===== src/logic/pbm_pkg.sv =====
package pbm_pkg;
  // =====================================================================
  // function select codes, per pin (2 bits each)
  // =====================================================================
  typedef logic [1:0] pbm_sel_t;
  localparam pbm_sel_t PBM_SEL_GPIO = 2'h0;  // default after reset
  localparam pbm_sel_t PBM_SEL_ALT1 = 2'h1;
  localparam pbm_sel_t PBM_SEL_ALT2 = 2'h2;
  localparam pbm_sel_t PBM_SEL_ALT3 = 2'h3;

  // port b pin 5 alternates
  localparam pbm_sel_t PBM_B5_TIMER = PBM_SEL_ALT1;
  localparam pbm_sel_t PBM_B5_FAULT = PBM_SEL_ALT2;
  localparam pbm_sel_t PBM_B5_EXTERNAL_CLOCK_INPUT = PBM_SEL_ALT3;
  // port b pin 6 alternates
  localparam pbm_sel_t PBM_B6_RXD   = PBM_SEL_ALT1;
  localparam pbm_sel_t PBM_B6_SDA   = PBM_SEL_ALT2;
  localparam pbm_sel_t PBM_B6_EXTERNAL_CLOCK_INPUT = PBM_SEL_ALT3;
  // port b pin 7 alternates
  localparam pbm_sel_t PBM_B7_TXD   = PBM_SEL_ALT1;
  localparam pbm_sel_t PBM_B7_SCL   = PBM_SEL_ALT2;
  // pins 10, 11 and port c: one alternate each
  localparam pbm_sel_t PBM_ALT_ONLY = PBM_SEL_ALT1;

  // pin counts
  localparam int PBM_NB = 5;  // b5 b6 b7 b10 b11
  localparam int PBM_NC = 3;  // c0 c1 c2
  localparam int PBM_NP = PBM_NB + PBM_NC;
  // pad index of each covered pin in the packed vectors
  localparam int PBM_IX_B5  = 0;
  localparam int PBM_IX_B6  = 1;
  localparam int PBM_IX_B7  = 2;
  localparam int PBM_IX_B10 = 3;
  localparam int PBM_IX_B11 = 4;
  localparam int PBM_IX_C0  = 5;
  localparam int PBM_IX_C1  = 6;
  localparam int PBM_IX_C2  = 7;
endpackage


===== src/logic/pbm_pin_mux.sv =====
`timescale 1ns/1ps
module pbm_pin_mux
  import pbm_pkg::*;
(
  input  wire logic              clk_sys_i,       // system clock, 250 mhz
  input  wire logic              reset_i,         // async reset, active high
  input  wire pbm_pkg::pbm_sel_t sel_b5_i,        // b5 function select
  input  wire pbm_pkg::pbm_sel_t sel_b6_i,        // b6 function select
  input  wire pbm_pkg::pbm_sel_t sel_b7_i,        // b7 function select
  input  wire logic              sel_b10_i,       // b10 alternate enable
  input  wire logic              sel_b11_i,       // b11 alternate enable
  input  wire logic [2:0]        sel_c_analog_i,  // c0..c2 analog enable
  input  wire logic              clk_src_sel_i,   // clock source select bit
  input  wire logic [7:0]        gpio_dir_i,      // gpio direction, 1 = out
  input  wire logic [7:0]        gpio_do_i,       // gpio output data
  input  wire logic [7:0]        pad_i,           // pad input levels
  input  wire logic              timer_a1_do_i,   // timer a ch1 out data
  input  wire logic              timer_a1_oe_i,   // timer a ch1 drives
  input  wire logic              sci_txd_i,       // serial transmit data
  input  wire logic              sci_single_i,    // single-wire mode
  input  wire logic              sci_tx_en_i,     // single-wire: transmitting
  input  wire logic              i2c_sda_oe_i,    // i2c sda pulls low
  input  wire logic              i2c_scl_oe_i,    // i2c scl pulls low
  input  wire logic              cmp_a_result_i,  // comparator a result
  input  wire logic              cmp_b_result_i,  // comparator b result
  output logic [7:0]             pad_o,           // pad output levels
  output logic [7:0]             pad_oe_n_o,      // pad enables, low drives
  output logic [7:0]             gpio_di_o,       // gpio input data
  output logic                   timer_a1_di_o,   // timer a ch1 input
  output logic                   pwm_pwm_fault_input3_o,    // pwm fault input 3
  output logic                   ext_clk_o,       // external clock input
  output logic                   sci_rxd_o,       // serial receive data
  output logic                   i2c_sda_di_o,    // i2c sda input
  output logic                   i2c_scl_di_o,    // i2c scl input
  output logic [2:0]             analog_en_o      // analog switch c0..c2
);
  import pbm_pkg::*;

  // =====================================================================
  // drive selection per pad
  // =====================================================================
  logic [PBM_NP-1:0] use_alt, alt_oe, alt_do;

  always_comb
  begin
    use_alt = '0;
    alt_oe  = '0;
    alt_do  = '0;
    // b5: timer bidirectional, fault and clock are inputs only
    use_alt[PBM_IX_B5] = (sel_b5_i != PBM_SEL_GPIO);
    if (sel_b5_i == PBM_B5_TIMER)
    begin
      alt_oe[PBM_IX_B5] = timer_a1_oe_i;
      alt_do[PBM_IX_B5] = timer_a1_do_i;
    end
    // b6: receive and clock are inputs; sda open drain
    use_alt[PBM_IX_B6] = (sel_b6_i != PBM_SEL_GPIO);
    if (sel_b6_i == PBM_B6_SDA)
    begin
      alt_oe[PBM_IX_B6] = i2c_sda_oe_i;
      alt_do[PBM_IX_B6] = 1'b0;
    end
    // b7: transmit, released while receiving in single wire
    use_alt[PBM_IX_B7] = (sel_b7_i != PBM_SEL_GPIO);
    if (sel_b7_i == PBM_B7_TXD)
    begin
      alt_oe[PBM_IX_B7] = ~sci_single_i | sci_tx_en_i;
      alt_do[PBM_IX_B7] = sci_txd_i;
    end
    else if (sel_b7_i == PBM_B7_SCL)
    begin
      alt_oe[PBM_IX_B7] = i2c_scl_oe_i;
      alt_do[PBM_IX_B7] = 1'b0;
    end
    // comparator results always drive, output only
    use_alt[PBM_IX_B10] = sel_b10_i;
    alt_oe[PBM_IX_B10]  = 1'b1;
    alt_do[PBM_IX_B10]  = cmp_a_result_i;
    use_alt[PBM_IX_B11] = sel_b11_i;
    alt_oe[PBM_IX_B11]  = 1'b1;
    alt_do[PBM_IX_B11]  = cmp_b_result_i;
    // analog on port c: digital driver off, alt_oe stays low
    use_alt[PBM_IX_C2:PBM_IX_C0] = sel_c_analog_i;
  end

  // one pad slice per covered pin
  for (genvar g = 0; g < PBM_NP; g++)
  begin : g_pad
    pbm_pad_cell u_cell (
      .clk_sys_i  (clk_sys_i),
      .reset_i    (reset_i),
      .use_alt_i  (use_alt[g]),
      .gpio_dir_i (gpio_dir_i[g]),
      .gpio_do_i  (gpio_do_i[g]),
      .alt_oe_i   (alt_oe[g]),
      .alt_do_i   (alt_do[g]),
      .pad_o      (pad_o[g]),
      .pad_oe_n_o (pad_oe_n_o[g])
    );
  end

  // =====================================================================
  // input routing to peripherals, registered
  // =====================================================================
  logic [7:0] gpio_di_r, gpio_di_nxt;
  logic       ta1_r, ta1_nxt, flt_r, flt_nxt, clk_r, clk_nxt;
  logic       rxd_r, rxd_nxt, sda_r, sda_nxt, scl_r, scl_nxt;
  logic [2:0] ana_r, ana_nxt;

  // serial and i2c idle levels are high, timer, fault and clock idle low, so unselected inputs look inactive/idle
  always_comb
  begin
    gpio_di_nxt = pad_i;
    ta1_nxt = (sel_b5_i == PBM_B5_TIMER) ? pad_i[PBM_IX_B5] : 1'b0;
    // fault active high toward pwm block
    flt_nxt = (sel_b5_i == PBM_B5_FAULT) ? pad_i[PBM_IX_B5] : 1'b0;
    // b6 clock needs both pin select and clock select bit
    clk_nxt = ((sel_b6_i == PBM_B6_EXTERNAL_CLOCK_INPUT) && clk_src_sel_i) ? pad_i[PBM_IX_B6]
            : (sel_b5_i == PBM_B5_EXTERNAL_CLOCK_INPUT) ? pad_i[PBM_IX_B5] : 1'b0;
    rxd_nxt = (sel_b6_i == PBM_B6_RXD) ? pad_i[PBM_IX_B6]
            : (sel_b7_i == PBM_B7_TXD && sci_single_i) ? pad_i[PBM_IX_B7]
            : 1'b1;
    sda_nxt = (sel_b6_i == PBM_B6_SDA) ? pad_i[PBM_IX_B6] : 1'b1;
    scl_nxt = (sel_b7_i == PBM_B7_SCL) ? pad_i[PBM_IX_B7] : 1'b1;
    // c0 switch feeds converter ch0 and comparator input 3 together
    ana_nxt = sel_c_analog_i;
  end

  always_ff @(posedge clk_sys_i or posedge reset_i)
  begin
    if (reset_i)
    begin
      gpio_di_r <= '0;
      ta1_r <= 1'b0;
      flt_r <= 1'b0;
      clk_r <= 1'b0;
      rxd_r <= 1'b1;
      sda_r <= 1'b1;
      scl_r <= 1'b1;
      ana_r <= '0;
    end
    else
    begin
      gpio_di_r <= gpio_di_nxt;
      ta1_r <= ta1_nxt;
      flt_r <= flt_nxt;
      clk_r <= clk_nxt;
      rxd_r <= rxd_nxt;
      sda_r <= sda_nxt;
      scl_r <= scl_nxt;
      ana_r <= ana_nxt;
    end
  end

  assign gpio_di_o     = gpio_di_r;
  assign timer_a1_di_o = ta1_r;
  assign pwm_pwm_fault_input3_o  = flt_r;
  assign ext_clk_o     = clk_r;
  assign sci_rxd_o     = rxd_r;
  assign i2c_sda_di_o  = sda_r;
  assign i2c_scl_di_o  = scl_r;
  assign analog_en_o   = ana_r;
endmodule // pbm_pin_mux


===== src/logic/pbm_pad_cell.sv =====
`timescale 1ns/1ps
// =====================================================================
// one registered pad slice: selects gpio or peripheral drive
// =====================================================================
module pbm_pad_cell
  import pbm_pkg::*;
(
  input  wire logic clk_sys_i,  // system clock
  input  wire logic reset_i,    // async reset, active high
  input  wire logic use_alt_i,  // alternate function chosen
  input  wire logic gpio_dir_i, // gpio direction, 1 = output
  input  wire logic gpio_do_i,  // gpio output data
  input  wire logic alt_oe_i,   // peripheral wants to drive
  input  wire logic alt_do_i,   // peripheral output data
  output logic      pad_o,      // pad output level
  output logic      pad_oe_n_o  // pad output enable, low drives
);
  logic pad_r, pad_nxt, oe_n_r, oe_n_nxt;

  // next pad state from selected source
  always_comb
  begin
    pad_nxt  = use_alt_i ? alt_do_i : gpio_do_i;
    oe_n_nxt = use_alt_i ? ~alt_oe_i : ~gpio_dir_i;
  end

  // reset leaves pad as input, not driving
  always_ff @(posedge clk_sys_i or posedge reset_i)
  begin
    if (reset_i)
    begin
      pad_r  <= 1'b0;
      oe_n_r <= 1'b1;
    end
    else
    begin
      pad_r  <= pad_nxt;
      oe_n_r <= oe_n_nxt;
    end
  end

  assign pad_o      = pad_r;
  assign pad_oe_n_o = oe_n_r;
endmodule // pbm_pad_cell


===== config.mk =====
export PLATFORM = sky130hd
export DESIGN_NAME = pbm_pin_mux
export DESIGN_NICKNAME = d
export VERILOG_FILES = /design/src/logic/pbm_pkg.sv /design/src/logic/pbm_pin_mux.sv /design/src/logic/pbm_pad_cell.sv
export SDC_FILE = /design/constraint.sdc
export NUM_CORES = 1
export LEC_CHECK = 0
export CAP_MARGIN = 20
export CORE_MARGIN = 2
export CORE_UTILIZATION = 42
export CTS_BUF_LIST = sky130_fd_sc_hd__clkbuf_4 sky130_fd_sc_hd__clkbuf_8
export DETAILED_ROUTE_END_ITERATION = 12
export DONT_BUFFER_PORTS = 1
export SETUP_SLACK_MARGIN = 0.15
export SLEW_MARGIN = 10
export SYNTH_ARGS = -nofsm -noshare
export SYNTH_HDL_FRONTEND = slang
export SYNTH_SLANG_ARGS = --single-unit

===== constraint.sdc =====
create_clock -name clk_sys_i -period 1.3 [get_ports clk_sys_i]
set_clock_uncertainty 0.1 [all_clocks]
set_input_delay 0.195 -clock clk_sys_i [delete_from_list [all_inputs] [get_ports clk_sys_i]]
set_output_delay 0.195 -clock clk_sys_i [all_outputs]
set_load 0.01 [all_outputs]

# After elaboration in Yosys (flattened, before gate mapping)

Index checks and enable logic that the tools add are counted.

Reduce and logical (&&, ||, !) cells: 5
Multiplexer cells: 30
Equality and inequality tests: 8
Bitwise operators: 13

Operators by type and width:

| kind                                                                   | count |
|---|---|
| 1-bit 2-to-1 mux                                                       | 30 |
| 1-bit NOT                                                              | 12 |
| 2-bit equality test (second input constant)                            | 5 |
| 2-bit by 1-bit equality test with 1-bit output (second input constant) | 3 |
| 2-bit nonzero test                                                     | 3 |
| 1-bit logical AND                                                      | 2 |
| 1-bit bitwise OR                                                       | 1 |

Input port bits: 47
Word-level logic and storage cells: 80
Output and inout bits: 33
Flip-flop bits (word level): 33

# Depth between registers and ports, before layout

Gate-level depths: netlist of the first run.

Depth in word-level cells: 5
Depth in mapped cells: 3
Mapped depth without buffers: 3

# Cells and area by module

From an unflattened synthesis of the first run, not the netlist that was laid out.

Cells, all modules: 84
Area, all modules: 1248.7 µm²

Modules (own cells, without submodules):

| module       | area each (µm²) | instances | cells an instance |
|---|---|---|---|
| pbm_pad_cell | 80.1            | 8         | 5 |
| pbm_pin_mux  | 608.1           | 1         | 44 |

# Least setup slack after synthesis of the first run

No wires, ideal clock.

Kind: register to output
Start point: register g_pad[0].u_cell.oe_n_r
End point: output port pad_oe_n_o[0]
Buffers on the path: 1
Stages on the path, launching flop included: 2
Arrival time: 594 ps
Setup slack: 411 ps
Path through: dfstp_2 -> buf_4

RTL lines:

| item                   | line               | source |
|---|---|---|
| start, declared        | pbm_pad_cell.sv:18 | `logic pad_r, pad_nxt, oe_n_r, oe_n_nxt;` |
| start signal, assigned | pbm_pad_cell.sv:38 | `oe_n_r <= oe_n_nxt;` |
| end, declared          | pbm_pin_mux.sv:27  | `output logic [7:0] pad_oe_n_o,` |

No word-level cell between the ends.

# Worst setup path after layout of the first run

Start point: register g_pad[1].u_cell.oe_n_r
End point: output port pad_oe_n_o[1]

RTL lines:

| item                   | line |
|---|---|
| start, declared        | pbm_pad_cell.sv:18 |
| start signal, assigned | pbm_pad_cell.sv:38 |

No word-level cell between the ends.

==> flow_metrics.tcl, run 1 <==
set metrics [dict create \
    async_flop_share_pct 100.0 \
    hold_viol 0 \
    die_h_um 57.59 \
    die_width_um 57.59 \
    synth_area_leaders "dfrtp_1, dfstp_2, buf_4" \
    detail_route.wl_per_cell_um 15.97 \
    io_buffers 0 \
    nNetsFinal 170 \
    yosysMostFrequentCell "dfrtp_1" \
    netlist_instances 87 \
    post-route-period-util_pct 90.48 \
    gp_congestion 0.7016 \
    crit_type "flop to output pin" \
    final_cell_area_um2 1648 \
    dp_hpwl_um 1314 \
    viasPerCell 4.826 \
    std_cell_rows 19 \
    netlist_area_um2 1206 \
    start_util_pct 44.12 \
    yosysWarnings 0 \
    pin_count 80 \
    grt_first_pass_wirelength_um 3705 \
    power.internal_mw 1.500 \
    leakage_nw 0.7350 \
    cp-start-kind "flop" \
    finalCriticalPeriod_ps 1176 \
    track_usage_pct 15.87 \
    cts.path.max_buffers 2 \
    drive_gt1_share_pct 18.55 \
    max_freq_mhz 850.1 \
    status "complete, no violations" \
    cts-buffers-inserted 5 \
    antenna_found_initial 0 \
    yosys-top-cells-count "dfrtp_1, buf_4, dfstp_2" \
    synth_edf_count 0 \
    clkTransAtPathRegs_ps 90 \
    drv_slew 0 \
    cts_root_buf "clkbuf_4" \
    cts_tree "built" \
    seqPwrFrac_pct 59.8 \
    yosysTopAreaCell "dfrtp_1" \
    setup_viol 0 \
    rsz0062_at_grt "true" \
    synth_area_per_cell_um2 13.86 \
    grt_max_degree 34 \
    p_comb_share_pct 10.4 \
    max_slew.worst_pin.slew_ps 162.7 \
    grt_pass1_vias 796 \
    cts_sinks 33 \
    wl_um 2475 \
    drtPass1Iterations 3 \
    powerDensity_nw_per_um2 1163 \
    htreeDepth 2 \
    clkPwrFrac_pct 29.8 \
    crit_required_ps 1000 \
    yosys.area.top_type_share_pct 45.64 \
    syn-num-nets 134 \
    min_path_type "primary input to flop" \
    yosysSeqAreaShare_pct 69.61 \
    syn_to_final_growth_pct 36.62 \
    drv_cap 0 \
    core-area_um2 2734 \
    placed_area_um2 1145 \
    post-cts-setup-buffer-count 0 \
    n_antenna_cell 0 \
    ir_worst_vdd_mv 0.8711 \
    ant_nets 0 \
    synth-main-ff-cell "dfrtp_1" \
    via_count 748 \
    dieArea_um2 3317 \
    end_kind "output pin" \
    swShare_pct 21.73 \
    worstPathArrival_ps 880 \
    drc 0 \
    dr.first_iter.drc_count 21 \
    grt-ovfl-total 0 \
    ys_types 20 \
    finalSetupTns_ps 0 \
    maxSlewHeadroom_pct 88.84 \
    utilization_pct 60.27 \
    switchingPower_mw 0.4164 \
    crit_path_max_fanout 1 \
    ys_ff_latch 33 \
]
[path summary, 6_finish.rpt]
path	from	to	slack, ps	depth (start not counted)
hold / removal	sel_b6_i[0]	sci_rxd_o	30	2
min in group asynchronous	reset_i	gpio_di_o[2]	250	3
setup / recovery	g_pad[1].u_cell.pad_oe_n_o	pad_oe_n_o[1]	120	0
max in group asynchronous	reset_i	g_pad[6].u_cell.pad_oe_n_o	600	3
[placed cells by master, fill, tap and decap left out, types with 2 or more instances in the layout]
cell type / n
dlygate4sd3_1: 43
dfrtp_1: 22
dfstp_2: 11
clkbuf_4: 8
nor2_1: 7
mux2i_1: 5
nor2b_1: 4
inv_1: 3
a21oi_1: 3
nand2b_1: 3
or2_1: 2
mux2_2: 2
[routing by layer]
layer / track usage [%] / vias up / routed length (µm)
met2: 30.68 / 51 / 1485
met4: 5.980 / 0 / 13
met1: 13.45 / 357 / 733
li1: - / 338 / -
met3: 7.937 / 2 / 243
met5: 0 / - / 0
[cell type report]
| class | instances | area [µm²] |
|---|---|---|
| Fill cell | 193 | 1086 |
| Sequential cell | 33 | 839.6 |
| Timing Repair Buffer | 45 | 462.9 |
| Multi-Input combinational cell | 35 | 235.2 |
| Clock buffer | 8 | 60.06 |
| Tap cell | 31 | 38.79 |
| Inverter | 3 | 11.26 |
[power groups by stage]
| stage | registers (mW) | logic (mW) | clock network, mW |
|---|---|---|---|
| 5_1_grt | 1.15 | 0.219 | 0.654 |
| 3_5_place_dp | 1.17 | 0.0774 | 0 |
| 3_3_place_gp | 1.17 | 0.0749 | 0 |
| 4_1_cts | 1.15 | 0.190 | 0.602 |
| 2_1_floorplan | 1.14 | 0.116 | 0 |
| 6_report | 1.15 | 0.199 | 0.571 |
[flip-flops by register name (all words and copies together), names as in the netlist]
register,count
g_pad.u_cell.pad_o,8
g_pad.u_cell.pad_oe_n_o,8
gpio_di_o,8
analog_en_o,3
ext_clk_o,1
i2c_scl_di_o,1
i2c_sda_di_o,1
pwm_pwm_fault_input3_o,1
sci_rxd_o,1
timer_a1_di_o,1
[metrics by stage]
stage / total power [mW] / worst slack, ps / hold WS, ps / instances
after floorplan: 1.257 / 304.0 / 122.3 / 87
after global placement: 1.241 / 478.0 / 37.71 / 103
after detailed placement: 1.245 / 472.5 / 41.17 / 103
after CTS: 1.940 / 101.5 / 6.620 / 153
after global routing: 2.027 / 69.01 / 11.30 / 155
final: 1.916 / 123.7 / 30.22 / 155
[logic make-up (layout without fill, tap and decap cells)]
family                 after synthesis  after routing  share of synthesized area (%)
flip-flops                          33             33                          69.61
multiplexers                         7              7                          6.017
AND/OR/NAND/NOR                     24             24                          11.83
buffers and inverters               19             56                          10.89
AO/OA/AOI/OAI                        4              4                          1.659
[timing repair]
action,CTS,global route
gates resized for setup,0,1
hold endpoints to repair,66,1
hold buffers,42,2
setup endpoints to repair,11,12
Power figures use the tool's default switching activity.
==> run 2: changes to the inputs <==
- CORE_MARGIN: 2 -> default
- clock period: 1.3 -> 1.19 ns (I/O delays scaled with it)
==> flow_metrics.tcl, run 2 (synthesis gave the netlist of run 1 again) <==
set metrics [dict create \
    grt_first_pass_wirelength_um 3760 \
    ir_worst_vdd_mv 1.160 \
    crit_path_max_fanout 1 \
    via_count 761 \
    finalSetupTns_ps 0 \
    swShare_pct 24.30 \
    gp_congestion 0.6827 \
    grt_pass1_vias 796 \
    crit_type "flop to output pin" \
    ant_nets 0 \
    regArea_um2 839.6 \
    grt-ovfl-total 0 \
    die_width_um 55.59 \
    leakage_nw 0.7595 \
    n_antenna_cell 0 \
    post-route-period-util_pct 97.98 \
    crit_required_ps 910 \
    max_slew.worst_pin.slew_ps 210.9 \
    core-area_um2 2734 \
    cts_tree "built" \
    post-place-ws_ps 375.8 \
    setup_ws_ps 24.05 \
    final_common_cell "dlygate4sd3_1" \
    grt_max_degree 34 \
    io_buffers 0 \
    switchingPower_mw 0.5023 \
    seqPwrFrac_pct 60.6 \
    track_usage_pct 16.49 \
    worstPathArrival_ps 890 \
    utilization_pct 61.37 \
    drv_cap 0 \
    post-cts-setup-buffer-count 0 \
    fillCellCount 208 \
    nNetsFinal 173 \
    max_freq_mhz 857.7 \
    wl_um 2337 \
    cts_root_buf "clkbuf_4" \
    mostFrequentLayoutCells "dlygate4sd3_1, dfrtp_1, dfstp_2" \
    drtPass1Iterations 6 \
    cts_sinks 33 \
    setup_viol 0 \
    rsz0062_at_grt "true" \
    antenna_found_initial 0 \
    drc 0 \
    htreeDepth 2 \
    multiInputGateArea_um2 235.2 \
    hold_viol 0 \
    status "complete, no violations" \
    pin_count 80 \
    end_kind "output pin" \
    drv_slew 0 \
    clkTransAtPathRegs_ps 100 \
    dr.first_iter.drc_count 25 \
    drive_gt1_share_pct 18.11 \
    power.internal_mw 1.565 \
    detail_route.wl_per_cell_um 14.79 \
    dieArea_um2 3090 \
    cp-start-kind "flop" \
    dp_hpwl_um 1322 \
    die_h_um 55.59 \
    maxSlewHeadroom_pct 85.94 \
    std_cell_rows 19 \
    cts-buffers-inserted 5 \
    p_comb_share_pct 10.9 \
    min_path_type "primary input to flop" \
    powerDensity_nw_per_um2 1232 \
    syn_to_final_growth_pct 39.11 \
    clkPwrFrac_pct 28.5 \
    cts.path.max_buffers 2 \
    viasPerCell 4.816 \
    start_util_pct 44.12 \
    finalCriticalPeriod_ps 1166 \
]
-- run 2: power by group through the flow --
stage	registers (mW)	logic, mW	clock network (mW)
2_1_floorplan	1.25	0.127	0
3_3_place_gp	1.27	0.0822	0
3_5_place_dp	1.27	0.0846	0
4_1_cts	1.25	0.219	0.616
5_1_grt	1.26	0.248	0.662
6_report	1.25	0.225	0.589
-- run 2: final cells by class --
class                           count  share of cell area (%)
Clock buffer                        5                   2.237
Tap cell                           31                   2.312
Clock inverter                      3                   1.044
Multi-Input combinational cell     35                   14.02
Sequential cell                    33                   50.04
Inverter                            3                  0.6711
Timing Repair Buffer               48                   29.68
-- run 2: through the flow --
step / cell area (µm²) / std cells / total power [mW] / hold slack, ps
final: 1678 / 158 / 2.067 / 59.21
after global placement: 1145 / 103 / 1.356 / 23.76
after detailed placement: 1145 / 103 / 1.359 / 28.04
after CTS: 1660 / 157 / 2.089 / 3.822
after floorplan: 1206 / 87 / 1.373 / 105.8
after global routing: 1678 / 158 / 2.169 / 38.87
-- run 2: routing by layer --
layer  global-route usage, %  share of wire (%)  vias up
li1                        -                  -      341
met2                   30.46                 59       52
met5                       0                  0        -
met4                   5.357                1.0        0
met3                   7.907                7.4        4
met1                   15.89                 33      364
-- run 2: repair_timing --
item | in CTS | in global routing
endpoints found under the setup margin | 18 | 36
hold buffers | 46 | 1
endpoints found under the hold margin | 66 | 1
pin swaps | 0 | 0
resized for setup | 0 | 3
-- run 2: final timing paths --
path | from | end | cells after the start
setup / recovery | g_pad[2].u_cell.pad_oe_n_o | pad_oe_n_o[2] | 0
min in group asynchronous | reset_i | gpio_di_o[6] | 3
hold / removal | sel_b7_i[1] | sci_rxd_o | 3
max in group asynchronous | reset_i | g_pad[6].u_cell.pad_oe_n_o | 3
==> run 3: changes to the inputs <==
- CORE_MARGIN: default -> 2
- CTS_BUF_LIST: sky130_fd_sc_hd__clkbuf_4 sky130_fd_sc_hd__clkbuf_8 -> default
==> flow_metrics.tcl, run 3 (synthesis gave the netlist of run 1 again) <==
set metrics [dict create \
    grt_pass1_vias 782 \
    max_slew.worst_pin.slew_ps 184.9 \
    worstPathArrival_ps 880 \
    placed_area_um2 1145 \
    maxSlewHeadroom_pct 87.68 \
    min_path_type "primary input to flop" \
    ant_nets 0 \
    dieArea_um2 3317 \
    io_buffers 0 \
    antenna_found_initial 0 \
    status "complete, no violations" \
    std_cell_rows 19 \
    end_kind "output pin" \
    cts-buffers-inserted 5 \
    regArea_um2 839.6 \
    crit_required_ps 910 \
    final_common_cell "dlygate4sd3_1" \
    core-area_um2 2734 \
    fillCellCount 193 \
    drv_cap 0 \
    detail_route.wl_per_cell_um 14.81 \
    grt_first_pass_wirelength_um 3581 \
    dp_hpwl_um 1314 \
    die_h_um 57.59 \
    syn_to_final_growth_pct 39.63 \
    setup_viol 0 \
    cts_root_buf "clkbuf_4" \
    crit_path_max_fanout 1 \
    fin_total_pwr_mw 2.030 \
    nNetsFinal 174 \
    track_usage_pct 15.17 \
    dp_cells 103 \
    cts_tree "built" \
    leakage_nw 0.7603 \
    final_cells 159 \
    cts_sinks 33 \
    n_antenna_cell 0 \
    post-route-period-util_pct 97.18 \
    drtPass1Iterations 3 \
    clkTransAtPathRegs_ps 90 \
    hold_viol 0 \
    crit_type "flop to output pin" \
    mostFrequentLayoutCells "dlygate4sd3_1, dfrtp_1, dfstp_2" \
    drv_slew 0 \
    cts.path.max_buffers 2 \
    powerDensity_nw_per_um2 1206 \
    rsz0062_at_grt "true" \
    viasPerCell 4.742 \
    via_count 754 \
    drive_gt1_share_pct 16.41 \
    finalCriticalPeriod_ps 1156 \
    htreeDepth 2 \
    pin_count 80 \
    gp_congestion 0.7015 \
    dr.first_iter.drc_count 5 \
    ir_worst_vdd_mv 1.083 \
    grt-ovfl-total 0 \
    max_freq_mhz 864.8 \
    start_util_pct 44.12 \
    multiInputGateArea_um2 237.7 \
    grt_max_degree 34 \
    die_width_um 57.59 \
    finalSetupTns_ps 0 \
    cp-start-kind "flop" \
    final_cell_area_um2 1684 \
    wl_um 2355 \
    drc 0 \
]
[run 3: cell count changes in the layout (fill, tap and decap cells not counted)]
cell           delta
dlygate4sd3_1     +1
clkinvlp_4        -1
nor2b_1           -1
nor2b_2           +1
clkinv_2          -2
clkbuf_1          +3
[run 3: layer usage]
metal  track usage (%)  part of all wire [%]  wire length (µm)  up-vias
li1                  -                     -                 -      344
met1             14.08                    33               770      358
met2             28.08                    57              1343       50
met3             7.256                   9.6               227        2
met4             5.980                  0.55                13        0
met5                 0                     0                 0        -
[run 3: final timing paths]
check,from,endpoint,slack [ps],cells after the start
max in group asynchronous,reset_i,g_pad[6].u_cell.pad_oe_n_o,500,3
min in group asynchronous,reset_i,gpio_di_o[4],240,3
min,sel_b7_i[1],sci_rxd_o,60,3
max,g_pad[1].u_cell.pad_oe_n_o,pad_oe_n_o[1],30,0
[run 3: area by class of cell]
class | instances | share of cell area [%]
multi-input cells | 35 | 14.12
repair buffers | 49 | 30.16
flip-flops and latches | 33 | 49.85
well taps | 31 | 2.303
clock buffers | 8 | 2.897
inverters | 3 | 0.6686
[run 3: through the flow]
stage                     util (%)  setup slack, ps  hold WS, ps
after floorplan                  -            210.5        105.8
after global placement       41.88            384.5        21.22
after detailed placement     41.88            379.0        24.67
after CTS                    60.14            9.046        2.193
after global routing         61.60           -17.14        60.65
final                        61.60            33.61        55.66
[run 3: power breakdown]
group | internal [mW] | total (mW) | switching, mW | leakage (nW)
registers | 1.20 | 1.25 | 0.0545 | 0.385
logic | 0.147 | 0.228 | 0.0812 | 0.348
clock network | 0.235 | 0.550 | 0.314 | 0.0265
[run 3: repair_timing]
| action | CTS | global route |
|---|---|---|
| hold endpoints to repair | 66 | 2 |
| setup endpoints to repair | 12 | 32 |
| setup buffers | 0 | 0 |
| resized for setup | 0 | 4 |
| hold buffers | 45 | 3 |
